==> src/pmrb_pkg.sv <==
// constants, masks and types of the management register bank
// assumes a 16-bit clause-22 register set reached over the serial port
// Overview of operation
// - registers reached by index over serial port
// - indices 0..6 are the standard registers
// - vendor indices 17,18,26,27,29,30,31 decoded
// - read-only bits ignore writes, return value
// - write-only bits read back unspecified
// - write one clears, write zero keeps
// - any write clears, read shows value
// - read-to-clear registers clear after read
// - latch-low holds low until register read
// - latch-high holds until read, then condition
// - latch-high cleared by reading its register
// - self-clearing bit drops when action done
// - self-setting bit returns to one itself
// - kept bits survive software reset
// - reserved bits written zero, read undefined
// - read/write bits store and read back
// - every register sixteen bits, one word
package pmrb_pkg;

	localparam int unsigned DATA_W = 16;
	localparam int unsigned IDX_W  = 5;

	// register indices
	localparam logic [4:0] IDX_BASIC_CONTROL   = 5'h00;
	localparam logic [4:0] IDX_BASIC_STATUS    = 5'h01;
	localparam logic [4:0] IDX_ID_HIGH         = 5'h02;
	localparam logic [4:0] IDX_ID_LOW          = 5'h03;
	localparam logic [4:0] IDX_AN_ADVERT       = 5'h04;
	localparam logic [4:0] IDX_AN_PARTNER      = 5'h05;
	localparam logic [4:0] IDX_AN_EXPANSION    = 5'h06;
	localparam logic [4:0] IDX_MODE_CTRL       = 5'h11;
	localparam logic [4:0] IDX_SPECIAL_MODES   = 5'h12;
	localparam logic [4:0] IDX_SYMBOL_ERRORS   = 5'h1a;
	localparam logic [4:0] IDX_CS_INDICATION   = 5'h1b;
	localparam logic [4:0] IDX_INT_SOURCE      = 5'h1d;
	localparam logic [4:0] IDX_INT_MASK        = 5'h1e;
	localparam logic [4:0] IDX_SPECIAL_CTRL    = 5'h1f;

	// frame layout
	localparam int unsigned PREAMBLE_LEN = 32;
	localparam logic [1:0] OP_READ       = 2'h2;
	localparam logic [1:0] OP_WRITE      = 2'h1;
	localparam logic [4:0] HDR_LAST      = 5'h0b;
	localparam logic [4:0] TA_LAST       = 5'h01;
	localparam logic [4:0] DATA_LAST     = 5'h0f;
	localparam logic [4:0] RD_TA_FALL    = 5'h01;
	localparam logic [4:0] RD_DATA_FALL  = 5'h02;
	localparam logic [4:0] RD_REL_FALL   = 5'h12;

	// basic control
	localparam logic [15:0] BC_RW          = 16'h7d00;
	localparam logic [15:0] BC_DROP        = 16'h8200;
	localparam logic [15:0] BC_SOFT_RESET  = 16'h8000;
	localparam logic [15:0] BC_RESTART_AN  = 16'h0200;
	localparam logic [15:0] BC_RST_DEFAULT = 16'h3100;

	// basic status
	localparam logic [15:0] BS_RST    = 16'h7809;
	localparam logic [15:0] BS_LIVE   = 16'h0020;
	localparam logic [15:0] BS_STICKY = 16'h0012;
	localparam logic [15:0] BS_LOWLAT = 16'h0004;

	// plain read/write registers
	localparam logic [15:0] ALL_BITS     = 16'hffff;
	localparam logic [15:0] ZERO_BITS    = 16'h0000;
	localparam logic [15:0] ADVERT_RST   = 16'h0000;
	localparam logic [15:0] SPMODE_RST   = 16'h0000;

	// control/status indication
	localparam logic [15:0] CSI_RW  = 16'hff00;
	localparam logic [15:0] CSI_W1C = 16'h0001;

	// special control/status
	localparam logic [15:0] SPC_RW     = 16'h20ff;
	localparam logic [15:0] SPC_ANYCLR = 16'h8000;
	localparam logic [15:0] SPC_SS     = 16'h4000;
	localparam logic [15:0] SPC_WO     = 16'h2000;
	localparam logic [15:0] SPC_RST    = 16'h4000;

	typedef enum logic [2:0] {
		ST_PREAMBLE,
		ST_START,
		ST_HDR,
		ST_WR_TA,
		ST_WR_DATA,
		ST_RD
	} pmrb_state_t;

endpackage

==> src/pmrb_reg_cell.sv <==
// one management register with per-bit access behaviour set by masks
// assumes write and read strobes are single clock pulses from the port
`timescale 1ns/1ps
module pmrb_reg_cell #(
	parameter int unsigned     W           = 16,
	parameter logic [W-1:0]    RW_MASK     = '0,
	parameter logic [W-1:0]    DROP_MASK   = '0,
	parameter logic [W-1:0]    SS_MASK     = '0,
	parameter logic [W-1:0]    W1C_MASK    = '0,
	parameter logic [W-1:0]    ANYCLR_MASK = '0,
	parameter logic [W-1:0]    STICKY_MASK = '0,
	parameter logic [W-1:0]    LOWLAT_MASK = '0,
	parameter logic [W-1:0]    LIVE_MASK   = '0,
	parameter logic [W-1:0]    WO_MASK     = '0,
	parameter logic [W-1:0]    KEEP_MASK   = '0,
	parameter logic [W-1:0]    RST_VAL     = '0
) (
	// clock and resets
	input  wire logic         clock,
	input  wire logic         rst,
	input  wire logic         softRst,
	// access strobes
	input  wire logic         wrEn,
	input  wire logic [W-1:0] wrData,
	input  wire logic         rdEn,
	// hardware side
	input  wire logic [W-1:0] hwIn,
	input  wire logic [W-1:0] done,
	// register contents
	output logic      [W-1:0] value,
	output logic      [W-1:0] readData
);

	localparam logic [W-1:0] WR_SET = RW_MASK | DROP_MASK;
	localparam logic [W-1:0] HW_SET = STICKY_MASK | W1C_MASK | ANYCLR_MASK;

	generate
		if ((RW_MASK & (DROP_MASK | SS_MASK | W1C_MASK |
		     ANYCLR_MASK)) != '0 ||
		    (LOWLAT_MASK & LIVE_MASK) != '0 || W == 0) begin : gBadMasks
			$error("pmrb_reg_cell: overlapping access masks");
		end
	endgenerate

	logic [W-1:0] val_ff;
	logic [W-1:0] nxt_val;
	logic [W-1:0] doneStep;
	logic [W-1:0] wrStep;
	logic [W-1:0] rdStep;
	logic [W-1:0] setStep;
	logic [W-1:0] latchLow;
	logic [W-1:0] hwStep;
	logic [W-1:0] softStep;

	// self-clearing bits drop and self-setting bits return on done
	assign doneStep = (val_ff & ~(done & DROP_MASK)) |
	                  (done & SS_MASK);
	// bits outside every write mask keep their value on a write
	assign wrStep   = wrEn ? (((doneStep & ~RW_MASK) | (wrData & WR_SET))
	                          & ~(~wrData & SS_MASK)
	                          & ~(wrData & W1C_MASK)
	                          & ~ANYCLR_MASK)
	                       : doneStep;
	assign rdStep   = wrStep & ~({W{rdEn}} & STICKY_MASK);
	// a hardware event in the clearing cycle wins over the clear
	assign setStep  = rdStep | (hwIn & HW_SET);
	assign latchLow = hwIn & (val_ff | {W{rdEn}}) & LOWLAT_MASK;
	assign hwStep   = (setStep & ~(LOWLAT_MASK | LIVE_MASK)) |
	                  (hwIn & LIVE_MASK) | latchLow;
	assign softStep = (RST_VAL & ~KEEP_MASK) | (val_ff & KEEP_MASK);
	assign nxt_val  = softRst ? softStep : hwStep;

	always_ff @(posedge clock) begin
		if (rst) begin
			val_ff <= RST_VAL;
		end else begin
			val_ff <= nxt_val;
		end
	end

	assign value    = val_ff;
	// write-only bits are hidden on reads
	assign readData = val_ff & ~WO_MASK;

endmodule

==> src/pmrb_mgmt_bank.sv <==
// management register bank behind the serial management port
// assumes mdc and mdio are already synchronous to clock and mdc is
// well below clock/4; mdio is split into in, out and enable
`timescale 1ns/1ps
module pmrb_mgmt_bank
	import pmrb_pkg::*;
#(
	parameter int unsigned PRE_LEN       = PREAMBLE_LEN,
	parameter logic [15:0] CTRL_RST      = BC_RST_DEFAULT,
	// identifier defaults, values arbitrary
	parameter logic [15:0] ID_HIGH       = 16'h0a5a,
	parameter logic [15:0] ID_LOW        = 16'h5a50,
	parameter logic [15:0] SPMODES_RESET = SPMODE_RST
) (
	// clock and reset
	input  wire logic        clock,
	input  wire logic        rst,
	// serial management port
	input  wire logic        mdc,
	input  wire logic        mdioIn,
	output logic             mdioOut,
	output logic             mdioOe,
	input  wire logic [4:0]  phyAddr,
	// line status
	input  wire logic        linkUp,
	input  wire logic        jabber,
	input  wire logic        remoteFault,
	input  wire logic        anComplete,
	input  wire logic [15:0] partnerAbility,
	input  wire logic [15:0] anExpansion,
	input  wire logic        symbolError,
	input  wire logic [15:0] intEvents,
	input  wire logic [1:0]  flagEvents,
	input  wire logic        anRestartDone,
	input  wire logic        selfSetDone,
	// control outputs
	output logic      [15:0] ctrlOut,
	output logic      [15:0] advertOut,
	output logic      [15:0] modeCtrlOut,
	output logic      [15:0] specialModesOut,
	output logic      [15:0] csIndOut,
	output logic      [15:0] intMaskOut,
	output logic      [15:0] specialCtrlOut
);

	localparam logic [5:0] PRE_CNT = 6'(PRE_LEN);

	generate
		if (PRE_LEN < 1 || PRE_LEN > 63) begin : gBadPreamble
			$error("pmrb_mgmt_bank: PRE_LEN must be 1..63");
		end
	endgenerate

	pmrb_state_t state_ff;
	pmrb_state_t nxt_state;
	logic [4:0]  cnt_ff;
	logic [4:0]  nxt_cnt;
	logic [5:0]  pre_ff;
	logic [5:0]  nxt_pre;
	logic [10:0] hdr_ff;
	logic [10:0] nxt_hdr;
	logic [15:0] sh_ff;
	logic [15:0] nxt_sh;
	logic [4:0]  regIdx_ff;
	logic [4:0]  nxt_regIdx;
	logic        mdcPrev_ff;
	logic        mdioOut_ff;
	logic        nxt_mdioOut;
	logic        mdioOe_ff;
	logic        nxt_mdioOe;
	logic [15:0] symCnt_ff;
	logic [15:0] nxt_symCnt;

	logic        mdcRise;
	logic        mdcFall;
	logic [11:0] hdrWord;
	logic        phyMatch;
	logic        opRead;
	logic        opWrite;
	logic        hdrDone;
	logic        rdCapture;
	logic        wrCommit;
	logic [15:0] wrData;
	logic [31:0] wrSel;
	logic [31:0] rdSel;
	logic [15:0] rdMux;
	logic        softRst;
	logic [15:0] bcDone;
	logic [15:0] bsHw;
	logic [15:0] bsRd;
	logic [15:0] id1Rd;
	logic [15:0] id2Rd;
	logic [15:0] scRd;
	logic [15:0] intSrcRd;

	// frame decode
	assign mdcRise   = mdc & ~mdcPrev_ff;
	assign mdcFall   = ~mdc & mdcPrev_ff;
	assign hdrWord   = {hdr_ff, mdioIn};
	assign phyMatch  = hdrWord[9:5] == phyAddr;
	assign opRead    = hdrWord[11:10] == OP_READ;
	assign opWrite   = hdrWord[11:10] == OP_WRITE;
	assign hdrDone   = mdcRise && state_ff == ST_HDR && cnt_ff == HDR_LAST;
	assign rdCapture = hdrDone & phyMatch & opRead;
	assign wrCommit  = mdcRise && state_ff == ST_WR_DATA &&
	                   cnt_ff == DATA_LAST;
	assign wrData    = {sh_ff[14:0], mdioIn};
	// unmapped indices select no register, so their writes vanish
	assign wrSel     = wrCommit ? (32'h00000001 << regIdx_ff) : 32'h0;
	assign rdSel     = rdCapture ? (32'h00000001 << hdrWord[4:0]) : 32'h0;

	// register select for reads
	assign rdMux =
		(hdrWord[4:0] == IDX_BASIC_CONTROL) ? ctrlOut :
		(hdrWord[4:0] == IDX_BASIC_STATUS)  ? bsRd :
		(hdrWord[4:0] == IDX_ID_HIGH)       ? id1Rd :
		(hdrWord[4:0] == IDX_ID_LOW)        ? id2Rd :
		(hdrWord[4:0] == IDX_AN_ADVERT)     ? advertOut :
		(hdrWord[4:0] == IDX_AN_PARTNER)    ? partnerAbility :
		(hdrWord[4:0] == IDX_AN_EXPANSION)  ? anExpansion :
		(hdrWord[4:0] == IDX_MODE_CTRL)     ? modeCtrlOut :
		(hdrWord[4:0] == IDX_SPECIAL_MODES) ? specialModesOut :
		(hdrWord[4:0] == IDX_SYMBOL_ERRORS) ? symCnt_ff :
		(hdrWord[4:0] == IDX_CS_INDICATION) ? csIndOut :
		(hdrWord[4:0] == IDX_INT_SOURCE)    ? intSrcRd :
		(hdrWord[4:0] == IDX_INT_MASK)      ? intMaskOut :
		(hdrWord[4:0] == IDX_SPECIAL_CTRL)  ? scRd :
		16'h0000;

	// soft reset lasts one cycle and clears its own bit via the defaults
	assign softRst = ctrlOut[15];
	assign bcDone  = anRestartDone ? BC_RESTART_AN : 16'h0000;
	assign bsHw    = {10'h000, anComplete, remoteFault, 1'b0, linkUp,
	                  jabber, 1'b0};

	// serial frame engine
	always_comb begin
		nxt_state   = state_ff;
		nxt_cnt     = cnt_ff;
		nxt_pre     = pre_ff;
		nxt_hdr     = hdr_ff;
		nxt_sh      = sh_ff;
		nxt_regIdx  = regIdx_ff;
		nxt_mdioOut = mdioOut_ff;
		nxt_mdioOe  = mdioOe_ff;
		case (state_ff)
			ST_PREAMBLE: if (mdcRise) begin
				if (mdioIn) begin
					nxt_pre = (pre_ff == PRE_CNT) ? pre_ff : 6'(pre_ff + 6'h01);
				end else if (pre_ff == PRE_CNT) begin
					nxt_state = ST_START;
					nxt_pre   = 6'h00;
				end else begin
					nxt_pre = 6'h00;
				end
			end
			ST_START: if (mdcRise) begin
				nxt_state = mdioIn ? ST_HDR : ST_PREAMBLE;
				nxt_cnt   = 5'h00;
			end
			ST_HDR: if (mdcRise) begin
				nxt_hdr = hdrWord[10:0];
				nxt_cnt = 5'(cnt_ff + 5'h01);
				if (cnt_ff == HDR_LAST) begin
					nxt_cnt    = 5'h00;
					nxt_regIdx = hdrWord[4:0];
					nxt_sh     = rdMux;
					// foreign address or bad opcode: wait for a new preamble
					nxt_state  = !phyMatch ? ST_PREAMBLE :
					             opRead ? ST_RD :
					             opWrite ? ST_WR_TA : ST_PREAMBLE;
				end
			end
			ST_WR_TA: if (mdcRise) begin
				nxt_cnt = 5'(cnt_ff + 5'h01);
				if (cnt_ff == TA_LAST) begin
					nxt_state = ST_WR_DATA;
					nxt_cnt   = 5'h00;
				end
			end
			ST_WR_DATA: if (mdcRise) begin
				nxt_sh  = wrData;
				nxt_cnt = 5'(cnt_ff + 5'h01);
				if (cnt_ff == DATA_LAST) begin
					nxt_state = ST_PREAMBLE;
					nxt_cnt   = 5'h00;
				end
			end
			ST_RD: if (mdcFall) begin
				// drive on falling mdc so data is stable at the rising edge
				nxt_cnt = 5'(cnt_ff + 5'h01);
				if (cnt_ff == RD_TA_FALL) begin
					nxt_mdioOe  = 1'b1;
					nxt_mdioOut = 1'b0;
				end else if (cnt_ff >= RD_DATA_FALL && cnt_ff < RD_REL_FALL) begin
					nxt_mdioOut = sh_ff[15];
					nxt_sh      = {sh_ff[14:0], 1'b0};
				end else if (cnt_ff == RD_REL_FALL) begin
					nxt_mdioOe  = 1'b0;
					nxt_mdioOut = 1'b0;
					nxt_state   = ST_PREAMBLE;
					nxt_cnt     = 5'h00;
				end
			end
			default: begin
				nxt_state  = ST_PREAMBLE;
				nxt_mdioOe = 1'b0;
			end
		endcase
	end

	always_ff @(posedge clock) begin
		if (rst) begin
			state_ff   <= ST_PREAMBLE;
			cnt_ff     <= 5'h00;
			pre_ff     <= 6'h00;
			hdr_ff     <= 11'h000;
			sh_ff      <= 16'h0000;
			regIdx_ff  <= 5'h00;
			mdcPrev_ff <= 1'b0;
			mdioOut_ff <= 1'b0;
			mdioOe_ff  <= 1'b0;
		end else begin
			state_ff   <= nxt_state;
			cnt_ff     <= nxt_cnt;
			pre_ff     <= nxt_pre;
			hdr_ff     <= nxt_hdr;
			sh_ff      <= nxt_sh;
			regIdx_ff  <= nxt_regIdx;
			mdcPrev_ff <= mdc;
			mdioOut_ff <= nxt_mdioOut;
			mdioOe_ff  <= nxt_mdioOe;
		end
	end

	assign mdioOut = mdioOut_ff;
	assign mdioOe  = mdioOe_ff;

	// symbol error count saturates rather than wrapping to zero
	assign nxt_symCnt =
		rdSel[IDX_SYMBOL_ERRORS] ? {15'h0000, symbolError} :
		(symbolError && symCnt_ff != 16'hffff) ? 16'(symCnt_ff + 16'h0001) :
		symCnt_ff;

	always_ff @(posedge clock) begin
		if (rst || softRst) begin
			symCnt_ff <= 16'h0000;
		end else begin
			symCnt_ff <= nxt_symCnt;
		end
	end

	// register cells
	pmrb_reg_cell #(.RW_MASK(BC_RW), .DROP_MASK(BC_DROP), .RST_VAL(CTRL_RST))
	uBasicCtrl (.clock(clock), .rst(rst), .softRst(softRst),
		.wrEn(wrSel[IDX_BASIC_CONTROL]), .wrData(wrData),
		.rdEn(rdSel[IDX_BASIC_CONTROL]), .hwIn(16'h0000), .done(bcDone),
		.value(ctrlOut), .readData());

	pmrb_reg_cell #(.STICKY_MASK(BS_STICKY), .LOWLAT_MASK(BS_LOWLAT),
		.LIVE_MASK(BS_LIVE), .RST_VAL(BS_RST))
	uBasicStatus (.clock(clock), .rst(rst), .softRst(softRst),
		.wrEn(wrSel[IDX_BASIC_STATUS]), .wrData(wrData),
		.rdEn(rdSel[IDX_BASIC_STATUS]), .hwIn(bsHw), .done(16'h0000),
		.value(), .readData(bsRd));

	pmrb_reg_cell #(.RW_MASK(ALL_BITS), .RST_VAL(ID_HIGH))
	uIdHigh (.clock(clock), .rst(rst), .softRst(softRst),
		.wrEn(wrSel[IDX_ID_HIGH]), .wrData(wrData),
		.rdEn(rdSel[IDX_ID_HIGH]), .hwIn(16'h0000), .done(16'h0000),
		.value(), .readData(id1Rd));

	pmrb_reg_cell #(.RW_MASK(ALL_BITS), .RST_VAL(ID_LOW))
	uIdLow (.clock(clock), .rst(rst), .softRst(softRst),
		.wrEn(wrSel[IDX_ID_LOW]), .wrData(wrData),
		.rdEn(rdSel[IDX_ID_LOW]), .hwIn(16'h0000), .done(16'h0000),
		.value(), .readData(id2Rd));

	pmrb_reg_cell #(.RW_MASK(ALL_BITS), .RST_VAL(ADVERT_RST))
	uAdvert (.clock(clock), .rst(rst), .softRst(softRst),
		.wrEn(wrSel[IDX_AN_ADVERT]), .wrData(wrData),
		.rdEn(rdSel[IDX_AN_ADVERT]), .hwIn(16'h0000), .done(16'h0000),
		.value(advertOut), .readData());

	pmrb_reg_cell #(.RW_MASK(ALL_BITS))
	uModeCtrl (.clock(clock), .rst(rst), .softRst(softRst),
		.wrEn(wrSel[IDX_MODE_CTRL]), .wrData(wrData),
		.rdEn(rdSel[IDX_MODE_CTRL]), .hwIn(16'h0000), .done(16'h0000),
		.value(modeCtrlOut), .readData());

	// special modes carry configuration that a soft reset must not lose
	pmrb_reg_cell #(.RW_MASK(ALL_BITS), .KEEP_MASK(ALL_BITS),
		.RST_VAL(SPMODES_RESET))
	uSpecialModes (.clock(clock), .rst(rst), .softRst(softRst),
		.wrEn(wrSel[IDX_SPECIAL_MODES]), .wrData(wrData),
		.rdEn(rdSel[IDX_SPECIAL_MODES]), .hwIn(16'h0000), .done(16'h0000),
		.value(specialModesOut), .readData());

	pmrb_reg_cell #(.RW_MASK(CSI_RW), .W1C_MASK(CSI_W1C))
	uCsInd (.clock(clock), .rst(rst), .softRst(softRst),
		.wrEn(wrSel[IDX_CS_INDICATION]), .wrData(wrData),
		.rdEn(rdSel[IDX_CS_INDICATION]), .hwIn({15'h0000, flagEvents[0]}),
		.done(16'h0000), .value(csIndOut), .readData());

	pmrb_reg_cell #(.STICKY_MASK(ALL_BITS))
	uIntSource (.clock(clock), .rst(rst), .softRst(softRst),
		.wrEn(wrSel[IDX_INT_SOURCE]), .wrData(wrData),
		.rdEn(rdSel[IDX_INT_SOURCE]), .hwIn(intEvents), .done(16'h0000),
		.value(), .readData(intSrcRd));

	pmrb_reg_cell #(.RW_MASK(ALL_BITS))
	uIntMask (.clock(clock), .rst(rst), .softRst(softRst),
		.wrEn(wrSel[IDX_INT_MASK]), .wrData(wrData),
		.rdEn(rdSel[IDX_INT_MASK]), .hwIn(16'h0000), .done(16'h0000),
		.value(intMaskOut), .readData());

	pmrb_reg_cell #(.RW_MASK(SPC_RW), .ANYCLR_MASK(SPC_ANYCLR),
		.SS_MASK(SPC_SS), .WO_MASK(SPC_WO), .RST_VAL(SPC_RST))
	uSpecialCtrl (.clock(clock), .rst(rst), .softRst(softRst),
		.wrEn(wrSel[IDX_SPECIAL_CTRL]), .wrData(wrData),
		.rdEn(rdSel[IDX_SPECIAL_CTRL]), .hwIn({flagEvents[1], 15'h0000}),
		.done(selfSetDone ? SPC_SS : 16'h0000), .value(specialCtrlOut),
		.readData(scRd));

endmodule

==> config.mk <==
export PLATFORM = sky130hd
export DESIGN_NAME = pmrb_mgmt_bank
export DESIGN_NICKNAME = d
export VERILOG_FILES = /design/src/pmrb_pkg.sv /design/src/pmrb_reg_cell.sv /design/src/pmrb_mgmt_bank.sv
export SDC_FILE = /design/constraint.sdc
export NUM_CORES = 1
export LEC_CHECK = 0
export ABC_AREA = 0
export BUFFER_PORTS_ARGS = -buffer_cell sky130_fd_sc_hd__buf_2
export CAP_MARGIN = 10
export CELL_PAD_IN_SITES_DETAIL_PLACEMENT = 0
export CELL_PAD_IN_SITES_GLOBAL_PLACEMENT = 2
export CORE_UTILIZATION = 32
export DETAILED_ROUTE_END_ITERATION = 10
export HOLD_SLACK_MARGIN = 0.15
export PLACE_DENSITY = 0.87
export SYNTH_ARGS = -nofsm -noshare
export SYNTH_HDL_FRONTEND = slang
export SYNTH_HIERARCHICAL = 1
export SYNTH_SLANG_ARGS = --single-unit
==> constraint.sdc <==
create_clock -name clock -period 2.6 [get_ports clock]
set_clock_uncertainty 0.1 [all_clocks]
set_input_delay 0 -clock clock [delete_from_list [all_inputs] [get_ports clock]]
set_output_delay 0 -clock clock [all_outputs]
set_load 0.01 [all_outputs]
After elaboration in Yosys (flattened, before gate mapping)
Cells that the tools add are included.

operators by class
  bitwise gates (word level) = 31
  reduce and logical (&&, ||, !) cells = 25
  add/sub/neg operators = 3
  mux-type cells = 70
  eq/ne operators = 45
  order comparisons = 2
  shift operators = 2

operators by type and width
  kind                                              count
  2-to-1 mux 16 bit                                 23
  AND 16 bit                                        4
  2-to-1 mux 5 bit                                  11
  2-to-1 mux 3 bit                                  16
  OR 16 bit                                         3
  one-hot mux 16 bit (3 select lines)               1
  == test 5 bit, second input constant              8
  2-to-1 mux 32 bit                                 1
  left shift 1 x 5 -> 32 bit, first input constant  1
  2-to-1 mux 30 bit                                 1
  NOT 15 bit                                        2
  left shift 1 x 5 -> 30 bit, first input constant  1
  != test 2 bit, second input constant              14
  one-hot mux 5 bit (5 select lines)                1
  one-hot mux 3 bit (6 select lines)                1
  adder 16 x 1 -> 16 bit, second input constant     1
  != test 16 bit, second input constant             1
  NOT 1 -> 16 bit                                   1
  NOT 10 -> 16 bit                                  1
  NOT 16 bit                                        1
  NOT 5 -> 16 bit                                   1
  OR 16 x 1 -> 16 bit                               1
  OR 16 x 15 -> 16 bit                              1
  OR 16 x 3 -> 16 bit                               1
  other kinds (47)                                  81

storage, ports and cells
  output and inout port bits = 114
  input port bits = 66
  register bits = 241

Logic depth before layout (Yosys ltp)
Gate-level depths: netlist of run 1.

  depth in word-level cells = 18
  gate-level depth with buffers = 12
  mapped depth without buffers = 10

By module
The synthesis of run 1 kept the hierarchy.

modules (own cells, without submodules)
  module                         area an instance (sq um)  times used  cells each  seq. area each (sq um)
  pmrb_mgmt_bank                 5980.7                    1           825         1301.2
  pmrb_reg_cell (uAdvert ...)    701.9                     3           69          320.3
  pmrb_reg_cell (uIdHigh ...)    706.9                     2           69          320.3
  pmrb_reg_cell (uSpecialModes)  884.6                     1           87          320.3
  pmrb_reg_cell (uIntSource)     759.5                     1           84          320.3
  pmrb_reg_cell (uSpecialCtrl)   566.8                     1           60          220.2
  pmrb_reg_cell (uCsInd)         511.7                     1           55          180.2
  pmrb_reg_cell (uBasicCtrl)     474.2                     1           54          160.2
  pmrb_reg_cell (uBasicStatus)   360.3                     1           45          80.1

Least setup slack after synthesis of run 1
OpenSTA, ideal clock, no wires.

  path type = register -> register
  start = reg cnt_ff[1]
  end = reg uSpecialModes.val_ff[10], in the netlist uSpecialModes/readData[10]
  arrival = 2.470 ns
  setup slack = -0.086 ns
  library setup time = 0.116 ns
  stages on the path, launching flop included = 12
  cells stage by stage = dfxtp_1 ha_1 nand3_1 inv_1 ha_1 nand3_1 or2_2 or4_1 nor2_1 and2b_4 buf_8 o21ai_2

on the way
  cells in the longest elaborated chain, start to end = 4

ends and longest elaborated chain
  item                           line                   source
  start, declared                pmrb_mgmt_bank.sv:56   logic [4:0] cnt_ff;
  start signal, assigned         pmrb_mgmt_bank.sv:225  cnt_ff <= nxt_cnt;
  == test 5 x 4 -> 1 bit         pmrb_mgmt_bank.sv:106  cnt_ff == DATA_LAST;
  logical AND 1 bit              pmrb_mgmt_bank.sv:105  assign wrCommit = mdcRise && state_ff == ST_WR_DATA &&
  2-to-1 mux 32 bit              pmrb_mgmt_bank.sv:109  assign wrSel = wrCommit ? (32'h00000001 << regIdx_ff) : 32'h0;
  net wrSel[18]                  pmrb_mgmt_bank.sv:84   logic [31:0] wrSel;
  AND reduction 2 bit (no line)  --
  end signal, assigned           pmrb_reg_cell.sv:77    val_ff <= nxt_val;
  end, declared                  pmrb_reg_cell.sv:45    logic [W-1:0] val_ff;

The timed path passes the listed nets, and every way through them passes these cells.
A chain may end at the register's enable or synchronous reset.

Final worst setup path of run 1
  start = reg hdr_ff[2]
  end = reg sh_ff[4]

on the way
  cells in the longest elaborated chain, start to end = 18
  elaborated cells between the ends (all ways) = 31
  classes of those cells = eq/ne (13); mux (17); reduce/logical (1)

ends and longest elaborated chain
  item                                     line                   source
  start, declared                          pmrb_mgmt_bank.sv:60   logic [10:0] hdr_ff;
  start signal, assigned                   pmrb_mgmt_bank.sv:227  hdr_ff <= nxt_hdr;
  == test 5 bit                            pmrb_mgmt_bank.sv:127  (hdrWord[4:0] == IDX_SPECIAL_CTRL) ? scRd :
  2-to-1 mux 16 bit                        pmrb_mgmt_bank.sv:127
  2-to-1 mux 16 bit                        pmrb_mgmt_bank.sv:126  (hdrWord[4:0] == IDX_INT_MASK) ? intMaskOut :
  2-to-1 mux 16 bit                        pmrb_mgmt_bank.sv:125  (hdrWord[4:0] == IDX_INT_SOURCE) ? intSrcRd :
  2-to-1 mux 16 bit                        pmrb_mgmt_bank.sv:124  (hdrWord[4:0] == IDX_CS_INDICATION) ? csIndOut :
  2-to-1 mux 16 bit                        pmrb_mgmt_bank.sv:123  (hdrWord[4:0] == IDX_SYMBOL_ERRORS) ? symCnt_ff :
  2-to-1 mux 16 bit                        pmrb_mgmt_bank.sv:122  (hdrWord[4:0] == IDX_SPECIAL_MODES) ? specialModesOut :
  2-to-1 mux 16 bit                        pmrb_mgmt_bank.sv:121  (hdrWord[4:0] == IDX_MODE_CTRL) ? modeCtrlOut :
  (+2 left out)                            --
  2-to-1 mux 16 bit                        pmrb_mgmt_bank.sv:118  (hdrWord[4:0] == IDX_AN_ADVERT) ? advertOut :
  2-to-1 mux 16 bit                        pmrb_mgmt_bank.sv:117  (hdrWord[4:0] == IDX_ID_LOW) ? id2Rd :
  2-to-1 mux 16 bit                        pmrb_mgmt_bank.sv:116  (hdrWord[4:0] == IDX_ID_HIGH) ? id1Rd :
  2-to-1 mux 16 bit                        pmrb_mgmt_bank.sv:115  (hdrWord[4:0] == IDX_BASIC_STATUS) ? bsRd :
  2-to-1 mux 16 bit (*)                    pmrb_mgmt_bank.sv:114  (hdrWord[4:0] == IDX_BASIC_CONTROL) ? ctrlOut :
  2-to-1 mux 16 bit (*)                    pmrb_mgmt_bank.sv:164  if (cnt_ff == HDR_LAST) begin
  2-to-1 mux 16 bit (*)                    pmrb_mgmt_bank.sv:161  ST_HDR: if (mdcRise) begin
  one-hot mux 16 bit (3 select lines) (*)  pmrb_mgmt_bank.sv:146  case (state_ff)
  end signal, assigned                     pmrb_mgmt_bank.sv:228  sh_ff <= nxt_sh;
  end, declared                            pmrb_mgmt_bank.sv:62   logic [15:0] sh_ff;

Mark *: on every way between the ends. The rest lies on a longest branch, timed or not. The select of a mux whose other input is x is not followed.

==> summary.md, run 1 <==
| Metric | Value |
|---|---|
| Status | finished clean |
| Area Growth Syn to Fin | 20.1% |
| Final setup vio count | 0 |
| Max Freq | 391 MHz |
| I/O Buffers | 159 |
| Final ANT Viol Nets | 0 |
| NetSw | 1.72 mW |
| Hold path depth | 5 |
| All-Layer GR Usage | 21.8% |
| TNS Setup | 0 ps |
| Critical-path maximum fanout | 15 |
| Slew Viols, Final | 0 |
| Vias | 11095 |
| DRC Markers | 0 |
| Vias per inst | 5.17 |
| Final Hold Vio Count | 0 |
| Setup bufs post-CTS | 0 |
| Placer Congestion | 0.947 |
| Synthesized area | 0.0124 mm² |
| Critical Path Source | hdr_ff[2] |
| Required @ worst endpoint | 2890 ps |
| Overflow left after global routing | 0 |
| Core Rows | 71 |
| Area of the multi-input gates | 0.00667 mm² |
| CTS buffer count | 25 |
| Largest net degree at the start of global routing | 37 |
| CP Launch Type | flop |
| First-pass DRT Iterations | 5 |
| Core ar. | 0.0379 mm² |
| Vias in the first global route | 10456 |
| Part of the power in registers | 44.7% |
| Slew HR | 22.3% |
| Leak | 5.76 nW |
| Hold worst-path end | sh_ff[12] |
| MaxCap Viol Count | 0 |
| CTS Sinks | 209 |
| Tot Pwr | 7.28 mW |
| R2R Setup Slk | 40 ps |
| Layout Utilization | 39.3% |
| Internal power | 5.56 mW |
| # IOs | 180 |
| Root buf cell | clkbuf_16 |
| Htree depth | 1 |
| FF-to-FF End | sh_ff[4] |
| Die Area | 0.0396 mm² |
| Worst setup margin | 40.7 ps |
| Clock Latency Late Sink | 540 ps |
| Crit path DAT | 2850 ps |
| Die span in x | 199 µm |
| Setup slack at placement | -119 ps |
| Filler cell count | 3866 |
| Antenna violations before repair | 1 |
| Final WL | 44500 µm |
| DRT iter0 DRCs | 912 |
| RSZ-0062 raised after global routing | true |
| CTS Buffer Depth | 3 |
| Clock-pin slew on the worst setup and hold paths | 60 ps |
| Worst setup EP type | flop |
| Layout cell share with drive strength beyond 1 | 22.6% |
| Worst VDD drop | 0.427 mV |
| Final Hold Slack | 84.4 ps |
| Final Critical Period | 2560 ps |
| Pwr Density | 489 mW/mm² |
| Starting Density | 32.7% |
| Worst Reg-to-Reg Cells | 7 |
| Power share of the clock group | 48.4% |
| Period utilisation layout | 98.4% |
| Hold_sp | partnerAbility[12] |
| Mapped Cells | 1463 |
| Reg area | 0.00419 mm² |
| WL/cell | 20.8 µm |
| Hold WC Path Type | primary input to flop |
| Die height | 199 µm |
| Final #Nets | 1691 |
| Setup CP Type | flop to flop |
| Comb power frac | 6.9% |
| Synth warn | 6 |
| Hpwl dp | 32400 µm |
| Switching share of power | 23.6% |
| First-pass GRT wire length | 65300 µm |
| Slew @ Worst Pin | 1160 ps |
| Mapped Avg Cell Area | 8.48 µm² |
| CTS tree | done |
| R2R Path Start | hdr_ff[2] |
==> area by class of cell <==
class	instances	area share, %
clock buffers	34	4.76
diodes	2	0.0336
flip-flops and latches	209	28.1
well taps	511	4.29
inverters	54	1.36
multi-input cells	1001	44.8
repair buffers	324	15.9
clock inverters	9	0.706
==> flip-flops by register name (all words and copies together), names as in the netlist, 16 cells and up <==
name,cells
uIntMask/readData,16
sh_ff,16
uIntSource/readData,16
symCnt_ff,16
uIdHigh/readData,16
uSpecialModes/readData,16
uAdvert/readData,16
uIdLow/readData,16
uModeCtrl/readData,16
==> timing repair <==
action,CTS,global route
cloned,1,1
hold buffers,65,9
pin swaps,1,5
endpoints found under the setup margin,55,86
hold endpoints to repair,94,6
gates resized for setup,8,18
==> stage by stage <==
stage,area (µm²),std cells
global route,14900,2143
floorplan,12500,1496
global placement,13200,2023
detailed placement,13200,2023
finish,14900,2144
CTS,14700,2132
==> layout by cell type, fill, tap and decap left out, types with 10 or more instances in the layout <==
cell / instances
a21o_1: 12
o21ai_0: 41
clkbuf_16: 26
buf_12: 10
o221ai_1: 16
nand2b_1: 45
nand2_1: 85
nor2b_1: 20
o2bb2ai_1: 11
a21boi_0: 10
buf_2: 159
buf_4: 79
a21oi_1: 85
xor2_1: 17
a222oi_1: 15
nand4bb_1: 17
mux2i_1: 118
a22oi_1: 12
nor3_1: 11
a211oi_1: 17
dlygate4sd3_1: 74
inv_1: 53
conb_1: 39
o21ai_2: 11
o22ai_1: 12
nand3_1: 28
nor2_1: 174
a21oi_2: 11
dfxtp_1: 204
a311oi_1: 12
==> critical path: stages (launching register included) <==
cell and delay, ps:
dfxtp_2 400, nor2b_1 130, and3_1 220, buf_4 190, a222oi_1 880, o221ai_1 210
a31oi_1 200, o32ai_1 100
==> worst max-delay path by stage <==
stage                                             to  cells past startpoint  slack (ps)
after floorplan                  uIdLow/readData[14]                     12          30
after global placement     uSpecialModes/readData[0]                     10         -80
after detailed placement  uSpecialModes/readData[13]                     10        -120
after CTS                    uBasicCtrl/readData[11]                     11          -2
after global routing              uIdLow/readData[2]                     11         -30
final                                       sh_ff[4]                      7          40
==> layer usage <==
layer  vias to the layer above  global-route usage, %  routed length, µm
met5                         -                      0                  0
met4                         0                   6.44               1210
met3                        67                   2.98               2670
met2                       381                   35.8              20400
met1                      5340                   29.6              20200
li1                       5307                      -                  -
==> power by group through the flow <==
| stage | Clock (mW) | Combinational, mW | Sequential (mW) |
|---|---|---|---|
| 3_3_place_gp | 0 | 0.392 | 3.33 |
| 2_1_floorplan | 0 | 0.303 | 3.32 |
| 5_1_grt | 3.72 | 0.541 | 3.26 |
| 4_1_cts | 3.58 | 0.474 | 3.26 |
| 3_5_place_dp | 0 | 0.396 | 3.33 |
| 6_report | 3.52 | 0.499 | 3.26 |
Power figures use the tool's default switching activity.
==> run 2: changes to the inputs <==
==> constraint.sdc (replaced) <==
create_clock -name clock -period 2.6 [get_ports clock]
set_clock_uncertainty 0.1 [all_clocks]
set_input_delay 0.26 -clock clock [delete_from_list [all_inputs] [get_ports clock]]
set_output_delay 0.26 -clock clock [all_outputs]
set_load 0.01 [all_outputs]
==> run 2 against run 1 <==
Against the previous run:
- final area down 1.8%
- critical endpoint is now uIdHigh/readData[1]
- flip-flop and latch count is the same
- die area is the same
- utilization down 0.70 points
==> summary.md, run 2 (synthesized netlist as in run 1, its figures left out) <==
| Metric | Value |
|---|---|
| Status | finished clean |
| Hpwl dp | 32600 µm |
| I/O Buffers | 159 |
| Clock-pin slew on the worst setup and hold paths | 60 ps |
| Final Critical Period | 2510 ps |
| Largest net degree at the start of global routing | 33 |
| Slew @ Worst Pin | 1180 ps |
| Worst setup margin | 87.3 ps |
| Max Freq | 398 MHz |
| CTS buffer count | 25 |
| Die span in x | 199 µm |
| Vias in the first global route | 10196 |
| Setup CP Type | flop to flop |
| Worst VDD drop | 0.459 mV |
| ANT cells | 0 |
| Final #Nets | 1659 |
| Area of the multi-input gates | 0.00666 mm² |
| Layout cell share with drive strength beyond 1 | 23.9% |
| Area Growth Syn to Fin | 17.9% |
| Most frequent cells in the layout | dfxtp_1, nor2_1, buf_2, mux2i_1, buf_4 |
| Starting Density | 32.7% |
| Leak | 5.66 nW |
| Antenna violations before repair | 1 |
| Final ANT Viol Nets | 0 |
| Die height | 199 µm |
| Hold WC Path Type | primary input to flop |
| First-pass GRT wire length | 63500 µm |
| Filler cell count | 3944 |
| Core ar. | 0.0379 mm² |
| Root buf cell | clkbuf_16 |
| DRC Markers | 0 |
| Critical-path maximum fanout | 8 |
| Final setup vio count | 0 |
| CP Launch Type | flop |
| MaxCap Viol Count | 0 |
| Reg area | 0.00419 mm² |
| CTS tree | done |
| DRT iter0 DRCs | 940 |
| Slew Viols, Final | 0 |
| Clock Latency Late Sink | 550 ps |
| Period utilisation layout | 96.6% |
| Leading cell type in the layout, fill and taps excluded | dfxtp_1 |
| Overflow left after global routing | 0 |
| Final WL | 43700 µm |
| Final Hold Vio Count | 0 |
| First-pass DRT Iterations | 5 |
| Core Rows | 71 |
| Crit path DAT | 2790 ps |
| Required @ worst endpoint | 2880 ps |
| Vias | 10923 |
| Htree depth | 1 |
| CTS Buffer Depth | 3 |
| WL/cell | 20.7 µm |
| Slew HR | 21.0% |
| Setup slack at placement | -221 ps |
| CTS Sinks | 209 |
| Vias per inst | 5.17 |
| Worst setup EP type | flop |
| All-Layer GR Usage | 21.4% |
| Final Hold Slack | 170 ps |
| # IOs | 180 |
| Placer Congestion | 0.919 |
| Pwr Density | 500 mW/mm² |
| Die Area | 0.0396 mm² |
run 2: cell types whose count changed in the layout (fill, tap and decap cells not counted), sizes merged:
cell	previous run	this run
and2b	4	3
buf	249	266
clkbuf	35	40
clkinv	5	4
clkinvlp	1	0
diode	2	0
dlygate4sd3	74	26
run 2: final timing paths:
kind                       startpoint                  end  slack [ps]  cells after the start
hold / removal                 mdioIn  uAdvert/readData[0]         170                      4
setup reg to reg            cnt_ff[1]  uIdHigh/readData[1]          90                     11
setup / recovery            cnt_ff[1]  uIdHigh/readData[1]          90                     11
hold reg to reg   uIdHigh/readData[3]  uIdHigh/readData[3]         360                      2
run 2: final cells by class:
| type | count | area share [%] |
|---|---|---|
| clock buffers | 39 | 5.18 |
| clock inverters | 7 | 0.633 |
| repair buffers | 293 | 14.3 |
| inverters | 54 | 1.39 |
| well taps | 511 | 4.37 |
| flip-flops and latches | 209 | 28.6 |
| multi-input cells | 1000 | 45.5 |
run 2: stage by stage:
stage	TNS, ps	cells	total power, mW	instance area, µm²	utilization, %
2_1_floorplan	0	1496	3.62	12500	-
3_3_place_gp	-2340	2037	3.73	13400	35.2
3_5_place_dp	-4620	2037	3.73	13400	35.2
4_1_cts	0	2112	7.36	14600	38.4
5_1_grt	-33.6	2113	7.55	14600	38.6
6_report	0	2113	7.32	14600	38.6
run 2: report_power, final:
| part | internal, mW | switching (mW) | leakage (nW) |
|---|---|---|---|
| logic | 0.189 | 0.260 | 3.55 |
| registers | 3.23 | 0.0261 | 1.69 |
| clock network | 2.20 | 1.41 | 0.421 |
| total | 5.62 | 1.70 | 5.66 |
run 2: worst max-delay path: stages (launching register included):
cell,delay (ps)
dfxtp_2,350
ha_4,140
nand3_2,100
inv_2,80
ha_4,130
nand3_2,70
or2_4,250
or4_4,470
nor2_4,230
clkbuf_16,200
mux2i_1,180
nand2_1,70
run 2: routing by layer:
| layer | global-route usage (%) | wire [µm] | part of all wire (%) |
|---|---|---|---|
| met1 | 28.7 | 19600 | 45 |
| met2 | 33.5 | 19200 | 44 |
| met3 | 4.15 | 3040 | 7.0 |
| met4 | 8.52 | 1800 | 4.1 |
| met5 | 0 | 0 | 0 |
run 2: timing repair:
item                                    in CTS  in global routing
hold buffers                                26                  0
cloned                                       0                  1
endpoints found under the setup margin      59                 54
resized for setup                           13                  8
pin swaps                                    3                  5
setup buffers                                3                  0
endpoints found under the hold margin       30                  0
